$ cat src/logic/page_decode_pkg.sv
// Notes on behaviour
// - Page 0: divisor bit clear, page-2 bit clear
// - Page 1: divisor bit set, line control not BFh
// - Page 2: divisor bit clear, page-2 bit set
// - Page 3: line control BFh, page bit clear
// - Page 4: line control BFh, page bit set
// - Offset 0 page 0: write transmit, read receive
// - Offset 2 pages 0-1: write FIFO control, read status
// - Line control read/write on every page
// - Modem control on pages 0, 1, 2 only
// - Line status read-only on pages 0, 1
// - Modem status read-only on pages 0, 1
// - Scratch read/write at offset 7, pages 0-1
// - Page 1 offset 0: divisor low byte
// - Page 1 offset 1: divisor high byte
// - Page 2 offset 5: transmit FIFO count
// - Page 2 offset 6: receive FIFO count
// - Page 2 offset 7 flow status; offset 0 empty
// - Page select at offset 0 on pages 3, 4
// - Page 3: auto-toggle at 1, enhanced feature at 2
// - Page 3 offsets 4-7: four flow characters
// - Page 4: additional feature, pause retransmit count
// - Page 4 offsets 4-5: FIFO trigger levels
// - Page 4 offsets 6-7: flow thresholds; three address lines
// - Divisor bytes form 16 bits; zero stops baud
package page_decode_pkg;
    localparam int ADDR_W = 3;
    localparam int DATA_W = 8;
    localparam logic [2:0] OFS_0 = 3'h0;
    localparam logic [2:0] OFS_1 = 3'h1;
    localparam logic [2:0] OFS_2 = 3'h2;
    localparam logic [2:0] OFS_3 = 3'h3;
    localparam logic [2:0] OFS_4 = 3'h4;
    localparam logic [2:0] OFS_5 = 3'h5;
    localparam logic [2:0] OFS_6 = 3'h6;
    localparam logic [2:0] OFS_7 = 3'h7;
    localparam logic [7:0] LINE_CTRL_ENH = 8'hBF;
    localparam int DIV_ENABLE_BIT = 7;
    localparam int PAGE2_SEL_BIT = 6;
    localparam int PSEL_BIT = 0;
    // Page select reads with fixed upper bits taken from A4h
    localparam logic [7:0] PSEL_FIXED = 8'hA4;
    localparam logic [7:0] RESET_BYTE = 8'h00;
    typedef enum logic [2:0] {
        PAGE0 = 3'b000,
        PAGE1 = 3'b001,
        PAGE2 = 3'b010,
        PAGE3 = 3'b011,
        PAGE4 = 3'b100
    } page_t;
endpackage : page_decode_pkg

$ cat src/logic/uart_paged_register_decode.sv
`timescale 1ns/1ps
module uart_paged_register_decode
    import page_decode_pkg::*;
(
    input wire logic clk_sys,
    input wire logic nrst,
    input wire logic [ADDR_W-1:0] addr,
    input wire logic wr_en,
    input wire logic rd_en,
    input wire logic [DATA_W-1:0] wr_data,
    output logic [DATA_W-1:0] rd_data,
    // Status from the UART core
    input wire logic [DATA_W-1:0] rx_buffer,
    input wire logic [DATA_W-1:0] interrupt_status,
    input wire logic [DATA_W-1:0] line_status,
    input wire logic [DATA_W-1:0] modem_status,
    input wire logic [DATA_W-1:0] tx_fifo_count,
    input wire logic [DATA_W-1:0] rx_fifo_count,
    input wire logic [DATA_W-1:0] flow_status,
    // Write and read strobes, write data and page toward the UART core
    output logic tx_holding_wr,
    output logic [DATA_W-1:0] tx_holding,
    output logic rx_buffer_rd,
    output logic fifo_control_wr,
    output logic [DATA_W-1:0] fifo_control,
    output logic [2:0] page,
    // Configuration held here
    output logic [DATA_W-1:0] line_control,
    output logic [DATA_W-1:0] modem_control,
    output logic [DATA_W-1:0] interrupt_enable,
    output logic [2*DATA_W-1:0] baud_divisor,
    output logic baud_enable,
    output logic [DATA_W-1:0] auto_toggle_ctrl,
    output logic [DATA_W-1:0] enhanced_feature,
    output logic [DATA_W-1:0] resume_char_one,
    output logic [DATA_W-1:0] resume_char_two,
    output logic [DATA_W-1:0] pause_char_one,
    output logic [DATA_W-1:0] pause_char_two,
    output logic [DATA_W-1:0] additional_feature,
    output logic [DATA_W-1:0] pause_retransmit_count,
    output logic [DATA_W-1:0] tx_trigger_level,
    output logic [DATA_W-1:0] rx_trigger_level,
    output logic [DATA_W-1:0] flow_upper_threshold,
    output logic [DATA_W-1:0] flow_lower_threshold
);

    ////////////////////////////////////////////////////////////////////////
    logic [DATA_W-1:0] scratch;
    logic [DATA_W-1:0] divisor_low;
    logic [DATA_W-1:0] divisor_high;
    logic page_bit;
    page_t cur_page;
    logic is_enh;
    logic [DATA_W-1:0] next_rd;

    // Page selection from line control, modem control and page select
    assign is_enh = (line_control == LINE_CTRL_ENH);
    always_comb begin
        if (is_enh) begin
            cur_page = page_bit ? PAGE4 : PAGE3;
        end else if (line_control[DIV_ENABLE_BIT]) begin
            cur_page = PAGE1;
        end else if (modem_control[PAGE2_SEL_BIT]) begin
            cur_page = PAGE2;
        end else begin
            cur_page = PAGE0;
        end
    end
    assign page = cur_page;

    // Decoded write enables
    wire p0 = (cur_page == PAGE0);
    wire p1 = (cur_page == PAGE1);
    wire p2 = (cur_page == PAGE2);
    wire p3 = (cur_page == PAGE3);
    wire p4 = (cur_page == PAGE4);
    wire p01 = p0 | p1;
    wire p34 = p3 | p4;
    wire w0 = wr_en & (addr == OFS_0);
    wire w1 = wr_en & (addr == OFS_1);
    wire w2 = wr_en & (addr == OFS_2);
    wire w3 = wr_en & (addr == OFS_3);
    wire w4 = wr_en & (addr == OFS_4);
    wire w5 = wr_en & (addr == OFS_5);
    wire w6 = wr_en & (addr == OFS_6);
    wire w7 = wr_en & (addr == OFS_7);

    // Baud divisor assembly; zero stops the baud clock
    assign baud_divisor = {divisor_high, divisor_low};
    assign baud_enable = |baud_divisor;
    assign rx_buffer_rd = rd_en & p0 & (addr == OFS_0);

    ////////////////////////////////////////////////////////////////////////
    // Per-page read selection; each page returns zero where it maps nothing
    logic [DATA_W-1:0] rd_page0;
    logic [DATA_W-1:0] rd_page1;
    logic [DATA_W-1:0] rd_page2;
    logic [DATA_W-1:0] rd_page3;
    logic [DATA_W-1:0] rd_page4;

    // Page select reads back its fixed upper bits with the page bit below
    wire [DATA_W-1:0] psel_rd = {PSEL_FIXED[DATA_W-1:1], page_bit};

    // Page 0: receive buffer, interrupt registers, status and scratch
    always_comb begin
        rd_page0 = RESET_BYTE;
        if (addr == OFS_0) begin
            rd_page0 = rx_buffer;
        end else if (addr == OFS_1) begin
            rd_page0 = interrupt_enable;
        end else if (addr == OFS_2) begin
            rd_page0 = interrupt_status;
        end else if (addr == OFS_5) begin
            rd_page0 = line_status;
        end else if (addr == OFS_6) begin
            rd_page0 = modem_status;
        end else if (addr == OFS_7) begin
            rd_page0 = scratch;
        end
    end

    // Page 1: divisor bytes replace the receive buffer and interrupt enable
    always_comb begin
        rd_page1 = RESET_BYTE;
        if (addr == OFS_0) begin
            rd_page1 = divisor_low;
        end else if (addr == OFS_1) begin
            rd_page1 = divisor_high;
        end else if (addr == OFS_2) begin
            rd_page1 = interrupt_status;
        end else if (addr == OFS_5) begin
            rd_page1 = line_status;
        end else if (addr == OFS_6) begin
            rd_page1 = modem_status;
        end else if (addr == OFS_7) begin
            rd_page1 = scratch;
        end
    end

    // Page 2: FIFO counts and flow status; offsets 0 to 2 are empty
    always_comb begin
        rd_page2 = RESET_BYTE;
        if (addr == OFS_5) begin
            rd_page2 = tx_fifo_count;
        end else if (addr == OFS_6) begin
            rd_page2 = rx_fifo_count;
        end else if (addr == OFS_7) begin
            rd_page2 = flow_status;
        end
    end

    // Page 3: page select, auto-toggle, enhanced feature, flow characters
    always_comb begin
        rd_page3 = RESET_BYTE;
        if (addr == OFS_0) begin
            rd_page3 = psel_rd;
        end else if (addr == OFS_1) begin
            rd_page3 = auto_toggle_ctrl;
        end else if (addr == OFS_2) begin
            rd_page3 = enhanced_feature;
        end else if (addr == OFS_4) begin
            rd_page3 = resume_char_one;
        end else if (addr == OFS_5) begin
            rd_page3 = resume_char_two;
        end else if (addr == OFS_6) begin
            rd_page3 = pause_char_one;
        end else if (addr == OFS_7) begin
            rd_page3 = pause_char_two;
        end
    end

    // Page 4: page select, feature, retransmit, trigger and threshold bytes
    always_comb begin
        rd_page4 = RESET_BYTE;
        if (addr == OFS_0) begin
            rd_page4 = psel_rd;
        end else if (addr == OFS_1) begin
            rd_page4 = additional_feature;
        end else if (addr == OFS_2) begin
            rd_page4 = pause_retransmit_count;
        end else if (addr == OFS_4) begin
            rd_page4 = tx_trigger_level;
        end else if (addr == OFS_5) begin
            rd_page4 = rx_trigger_level;
        end else if (addr == OFS_6) begin
            rd_page4 = flow_upper_threshold;
        end else if (addr == OFS_7) begin
            rd_page4 = flow_lower_threshold;
        end
    end

    // Final read selection: line control, and modem control on pages 0 to 2, sit outside the page map
    always_comb begin
        next_rd = RESET_BYTE;
        if (addr == OFS_3) begin
            next_rd = line_control;
        end else if (addr == OFS_4 && !p34) begin
            next_rd = modem_control;
        end else if (p0) begin
            next_rd = rd_page0;
        end else if (p1) begin
            next_rd = rd_page1;
        end else if (p2) begin
            next_rd = rd_page2;
        end else if (p3) begin
            next_rd = rd_page3;
        end else if (p4) begin
            next_rd = rd_page4;
        end
    end

    // Read data register, loaded on each read
    always_ff @(posedge clk_sys or negedge nrst) begin
        if (!nrst) begin
            rd_data <= RESET_BYTE;
        end else if (rd_en) begin
            rd_data <= next_rd;
        end
    end

    ////////////////////////////////////////////////////////////////////////
    // Write strobes to the core: transmit holding and FIFO control
    always_ff @(posedge clk_sys or negedge nrst) begin
        if (!nrst) begin
            tx_holding_wr <= 1'b0;
            tx_holding <= RESET_BYTE;
            fifo_control_wr <= 1'b0;
            fifo_control <= RESET_BYTE;
        end else begin
            tx_holding_wr <= w0 & p0;
            fifo_control_wr <= w2 & p01;
            if (w0 && p0) tx_holding <= wr_data;
            if (w2 && p01) fifo_control <= wr_data;
        end
    end

    // Line control, writable on every page so software can always leave a page
    always_ff @(posedge clk_sys or negedge nrst) begin
        if (!nrst) begin
            line_control <= RESET_BYTE;
        end else if (w3) begin
            line_control <= wr_data;
        end
    end
    // Modem control, hidden on the enhanced pages
    always_ff @(posedge clk_sys or negedge nrst) begin
        if (!nrst) begin
            modem_control <= RESET_BYTE;
        end else if (w4 && !p34) begin
            modem_control <= wr_data;
        end
    end
    // Interrupt enable, page 0 only
    always_ff @(posedge clk_sys or negedge nrst) begin
        if (!nrst) begin
            interrupt_enable <= RESET_BYTE;
        end else if (w1 && p0) begin
            interrupt_enable <= wr_data;
        end
    end
    // Scratch byte, shared by pages 0 and 1
    always_ff @(posedge clk_sys or negedge nrst) begin
        if (!nrst) begin
            scratch <= RESET_BYTE;
        end else if (w7 && p01) begin
            scratch <= wr_data;
        end
    end
    // Divisor low byte
    always_ff @(posedge clk_sys or negedge nrst) begin
        if (!nrst) begin
            divisor_low <= RESET_BYTE;
        end else if (w0 && p1) begin
            divisor_low <= wr_data;
        end
    end
    // Divisor high byte
    always_ff @(posedge clk_sys or negedge nrst) begin
        if (!nrst) begin
            divisor_high <= RESET_BYTE;
        end else if (w1 && p1) begin
            divisor_high <= wr_data;
        end
    end

    // Page bit, reachable from both enhanced pages to switch between them
    always_ff @(posedge clk_sys or negedge nrst) begin
        if (!nrst) begin
            page_bit <= 1'b0;
        end else if (w0 && p34) begin
            page_bit <= wr_data[PSEL_BIT];
        end
    end
    // Auto-toggle control
    always_ff @(posedge clk_sys or negedge nrst) begin
        if (!nrst) begin
            auto_toggle_ctrl <= RESET_BYTE;
        end else if (w1 && p3) begin
            auto_toggle_ctrl <= wr_data;
        end
    end
    // Enhanced feature byte
    always_ff @(posedge clk_sys or negedge nrst) begin
        if (!nrst) begin
            enhanced_feature <= RESET_BYTE;
        end else if (w2 && p3) begin
            enhanced_feature <= wr_data;
        end
    end
    // First resume character
    always_ff @(posedge clk_sys or negedge nrst) begin
        if (!nrst) begin
            resume_char_one <= RESET_BYTE;
        end else if (w4 && p3) begin
            resume_char_one <= wr_data;
        end
    end
    // Second resume character
    always_ff @(posedge clk_sys or negedge nrst) begin
        if (!nrst) begin
            resume_char_two <= RESET_BYTE;
        end else if (w5 && p3) begin
            resume_char_two <= wr_data;
        end
    end
    // First pause character
    always_ff @(posedge clk_sys or negedge nrst) begin
        if (!nrst) begin
            pause_char_one <= RESET_BYTE;
        end else if (w6 && p3) begin
            pause_char_one <= wr_data;
        end
    end
    // Second pause character
    always_ff @(posedge clk_sys or negedge nrst) begin
        if (!nrst) begin
            pause_char_two <= RESET_BYTE;
        end else if (w7 && p3) begin
            pause_char_two <= wr_data;
        end
    end

    // Additional feature byte
    always_ff @(posedge clk_sys or negedge nrst) begin
        if (!nrst) begin
            additional_feature <= RESET_BYTE;
        end else if (w1 && p4) begin
            additional_feature <= wr_data;
        end
    end
    // Pause-character retransmit count
    always_ff @(posedge clk_sys or negedge nrst) begin
        if (!nrst) begin
            pause_retransmit_count <= RESET_BYTE;
        end else if (w2 && p4) begin
            pause_retransmit_count <= wr_data;
        end
    end
    // Transmit FIFO trigger level
    always_ff @(posedge clk_sys or negedge nrst) begin
        if (!nrst) begin
            tx_trigger_level <= RESET_BYTE;
        end else if (w4 && p4) begin
            tx_trigger_level <= wr_data;
        end
    end
    // Receive FIFO trigger level
    always_ff @(posedge clk_sys or negedge nrst) begin
        if (!nrst) begin
            rx_trigger_level <= RESET_BYTE;
        end else if (w5 && p4) begin
            rx_trigger_level <= wr_data;
        end
    end
    // Upper flow-control threshold
    always_ff @(posedge clk_sys or negedge nrst) begin
        if (!nrst) begin
            flow_upper_threshold <= RESET_BYTE;
        end else if (w6 && p4) begin
            flow_upper_threshold <= wr_data;
        end
    end
    // Lower flow-control threshold
    always_ff @(posedge clk_sys or negedge nrst) begin
        if (!nrst) begin
            flow_lower_threshold <= RESET_BYTE;
        end else if (w7 && p4) begin
            flow_lower_threshold <= wr_data;
        end
    end

endmodule : uart_paged_register_decode

$ cat config.mk
export PLATFORM = sky130hd
export DESIGN_NAME = uart_paged_register_decode
export DESIGN_NICKNAME = d
export VERILOG_FILES = /design/src/logic/page_decode_pkg.sv /design/src/logic/uart_paged_register_decode.sv
export SDC_FILE = /design/constraint.sdc
export NUM_CORES = 1
export LEC_CHECK = 0
export ABC_AREA = 1
export BUFFER_PORTS_ARGS = -buffer_cell sky130_fd_sc_hd__buf_2
export CELL_PAD_IN_SITES_DETAIL_PLACEMENT = 2
export CELL_PAD_IN_SITES_GLOBAL_PLACEMENT = 2
export CORE_MARGIN = 1
export CORE_UTILIZATION = 32
export CTS_BUF_LIST = sky130_fd_sc_hd__clkbuf_8 sky130_fd_sc_hd__clkbuf_16
export CTS_CLUSTER_SIZE = 16
export DETAILED_ROUTE_END_ITERATION = 10
export PLACE_DENSITY_LB_ADDON = 0.1
export SKIP_CTS_REPAIR_TIMING = 1
export SYNTH_ARGS = -nofsm -noshare
export SYNTH_HDL_FRONTEND = slang
export SYNTH_SLANG_ARGS = --single-unit
export TNS_END_PERCENT = 30
$ cat constraint.sdc
create_clock -name clk_sys -period 4.2 [get_ports clk_sys]
set_input_delay 0.42 -clock clk_sys [delete_from_list [all_inputs] [get_ports clk_sys]]
set_output_delay 0.42 -clock clk_sys [all_outputs]
set_load 0.02 [all_outputs]
==> impl_table.tex <==
\begin{tabular}{lr}
\hline
Metric & Value \\
\hline
\multicolumn{2}{l}{\textbf{Logic synthesis}} \\
\quad Yosys warning total & 0 \\
\quad Most area-hungry cell type in the Yosys netlist & sky130\_fd\_sc\_hd\_\_dfrtp\_1 \\
\quad Portion of synthesized cell area occupied by the leading cell type & between 50\% and 60\% \\
\quad Mapped Cells & 1,040 \\
\quad Share of synthesized area occupied by flip-flops and latches & 51.08\% \\
\quad FF+latch count, synth & 171 \\
\quad Mapped Area & around 8400 µm² \\
\quad Net count after synthesis & 1,111 \\
\quad Area contributors post-synth & sky130\_fd\_sc\_hd\_\_dfrtp\_1, sky130\_fd\_sc\_hd\_\_nand2\_1, sky130\_fd\_sc\_hd\_\_o21ai\_0 \\
\quad Number of distinct library cells after synthesis & 36 \\
\quad Average instance area after synthesis & 8.055 µm² \\
\multicolumn{2}{l}{\textbf{Detailed routing}} \\
\quad Antenna Nets Post-Route & 0 \\
\quad DRC violation count after routing & 0 \\
\quad Total iterations of the first detailed-routing run & 5 \\
\quad Average wire per cell in the routed design & 23.64 µm \\
\quad DRT Wirelength & between 30 and 40 mm \\
\quad Routed vias & 8,447 \\
\quad Detailed-route vias per instance & 5.316 \\
\quad First-iteration detailed-routing DRC count & 694 \\
\multicolumn{2}{l}{\textbf{Setup path}} \\
\quad Cell depth of the worst flop-to-flop path & 7 \\
\quad Largest fanout on the critical path & 10 \\
\quad Required time at the endpoint of the critical path & 3780 ps \\
\quad Startpoint types & flop \\
\quad Crit path arrival time & 2310 ps \\
\quad Kind of capture point of the worst setup path & primary output \\
\quad Start-to-end type of the worst setup path & flop to primary output \\
\multicolumn{2}{l}{\textbf{STA}} \\
\quad Final Hold Vio Count & 2 \\
\quad Final Skew & between 15 and 20 ps \\
\quad Smallest hold slack & -0.4796 ps \\
\quad Final count of pins violating max slew & 0 \\
\quad Total negative slack & 0 ps \\
\quad Setup slack of the critical path after layout & 1472 ps \\
\quad Transition at the pin with the smallest max-transition slack & 1107 ps \\
\quad Period Utilization, post-route & 64.96\% \\
\quad Final worst path period need & 2728 ps \\
\quad Finish-stage setup viols & 0 \\
\quad Worst slew slack as a fraction of its limit & 26.09\% \\
\quad RSZ-0062 raised after global routing & false \\
\quad Highest clock rate & 366.5 MHz \\
\multicolumn{2}{l}{\textbf{Run}} \\
\quad Count of maximum capacitance violations & 0 \\
\multicolumn{2}{l}{\textbf{Outcome}} \\
\quad Status & complete, but fails checks \\
\quad Failing checks & hold timing \\
\multicolumn{2}{l}{\textbf{Power}} \\
\quad Overall Power & roughly 4.7 mW \\
\quad VDD IR max & 0.0002337 V \\
\quad P per Cell Area & 458.2 nW/µm² \\
\quad Static leakage power & $\sim$5.4 nW \\
\multicolumn{2}{l}{\textbf{Finish}} \\
\quad Area Overhead vs Synth & 23.39\% \\
\quad Area of all sequential standard cells & about 4300 µm² \\
\quad Final instance count without filler cells & 1,589 \\
\quad Antenna Cells & 0 \\
\quad Most common cell after layout, fill and taps aside & sky130\_fd\_sc\_hd\_\_nand2\_1 \\
\quad Combined area of the multi-input logic cells & roughly 3500 µm² \\
\quad Share of post-route cells with drive strength above 1 & 24.70\% \\
\quad Commonest cells after routing, fill and taps aside & sky130\_fd\_sc\_hd\_\_nand2\_1, sky130\_fd\_sc\_hd\_\_buf\_2, sky130\_fd\_sc\_hd\_\_dfrtp\_1 \\
\quad Number of fill cells & 3,001 \\
\quad Number of nets in the final layout & approximately 1,300 \\
\multicolumn{2}{l}{\textbf{Global routing}} \\
\quad GR peak layer & met2 \\
\quad Largest net degree at the start of global routing & 80 \\
\quad Gr ovfl total & 0 \\
\quad Via count of the first global-routing pass & 8,690 \\
\quad Fraction of met2 tracks used by global routing & 45.49\% \\
\quad Initial antenna violation count & 1 \\
\quad Met1 layer usage reported by global route & 40.36\% \\
\quad Total global routing track utilization & 28.45\% \\
\quad Global-route track usage on met3 & between 3 and 4\% \\
\quad Global-route wire length before repair & 55.55 mm \\
\multicolumn{2}{l}{\textbf{Clock network}} \\
\quad Sinks on the clock net & 171 \\
\quad Num CTS Buffers & 17 \\
\quad Clock edge transition at the registers on the reported setup and hold paths & 80 ps \\
\quad TritonCTS clock tree & built \\
\quad H-Tree Depth & 4 \\
\quad Root Buffer & sky130\_fd\_sc\_hd\_\_clkbuf\_16 \\
\quad Worst-case clock buffer depth & 2 \\
\quad Worst-skew pair later-pin latency & about 440 ps \\
\multicolumn{2}{l}{\textbf{Floorplanning}} \\
\quad Total die area & 26,830 µm² \\
\quad Total I/O pin count & 238 \\
\quad Vert. Die Dim & $\sim$160 µm \\
\quad Core Rows & 58 \\
\quad Die X-Extent & around 160 µm \\
\quad Initial Utilization & 32.98\% \\
\quad Core footprint & $\sim$25,000 µm² \\
\multicolumn{2}{l}{\textbf{Placed design}} \\
\quad Place WS & approximately 1200 ps \\
\quad Routability Congestion & 0.8874 \\
\quad Sum of net half-perimeters after detailed placement & 27.28 mm \\
\quad Count of placed standard cells including taps & $\sim$1,600 \\
\quad IO buf count & between 200 and 250 \\
\multicolumn{2}{l}{\textbf{Hold path}} \\
\quad Classification of the worst-slack hold path & input pin to async pin \\
\hline
\end{tabular}
[per-layer routing]
metal	vias up	wire length (µm)
met2	288	17530
met4	0	660
met1	4279	17610
li1	3837	-
met3	43	1769
met5	-	0
[final timing paths]
kind,from,end,slack [ps]
max,line_control[7]$_DFFE_PN0P_,page[1],1470
min,nrst,pause_char_one[5]$_DFFE_PN0P_,-0.5
max reg2reg,line_control[7]$_DFFE_PN0P_,flow_lower_threshold[4]$_DFFE_PN0P_,1860
min reg2reg,fifo_control[5]$_DFFE_PN0P_,fifo_control[5]$_DFFE_PN0P_,480
max in group asynchronous,nrst,resume_char_two[4]$_DFFE_PN0P_,3150
min in group clk_sys,wr_data[1],flow_upper_threshold[1]$_DFFE_PN0P_,220
[critical path: stages, from the launching register on]
cell and delay, ps:
sky130_fd_sc_hd__dfrtp_1 550, sky130_fd_sc_hd__inv_2 110, sky130_fd_sc_hd__nor3_4 300, sky130_fd_sc_hd__nand2_4 170, sky130_fd_sc_hd__nor2_8 300, sky130_fd_sc_hd__inv_6 70, sky130_fd_sc_hd__o21ai_0 130, sky130_fd_sc_hd__buf_2 230
[final cells by class]
| cell class | instances | area share (%) |
|---|---|---|
| Clock buffer | 17 | 4.116 |
| Clock inverter | 14 | 2.022 |
| Inverter | 59 | 2.264 |
| Multi-Input combinational cell | 755 | 34.23 |
| Sequential cell | 171 | 41.40 |
| Tap cell | 330 | 3.995 |
| Timing Repair Buffer | 243 | 11.97 |
[power breakdown]
group	leakage (nW)	switching (mW)	internal, mW
Combinational	2.94	0.659	0.280
Sequential	2.20	0.187	1.82
Clock	0.311	0.772	1.01
[cell usage after synthesis (all sizes together)]
cell type and instances:
o21bai 2, inv 58, nand3 33, nand4 40, dfrtp 171, a22oi 2, a31oi 4, nand3b 1
o21ai 173, nor2 88, clkinv 1, a21oi 48, clkbuf 18, nand2 348, or2 5, nor3 6
nor4 5, buf 37
[per-stage QoR]
stage          area, µm²  utilization [%]
5_1_grt            10340            40.69
2_1_floorplan       8377                -
6_report           10340            40.69
4_1_cts            10340            40.69
3_5_place_dp        9702            38.20
3_3_place_gp        9702            38.20
[logic make-up (layout without fill, tap and decap cells)]
logic type | after synthesis | count (layout) | synth area share (%)
DFF | 171 | 171 | 51.08
and+or+nand+nor | 526 | 526 | 28.33
buffers and inverters | 114 | 333 | 6.677
AOI/OAI and AO/OA | 229 | 229 | 13.91
Note: power is estimated with default switching activity, not from simulation.
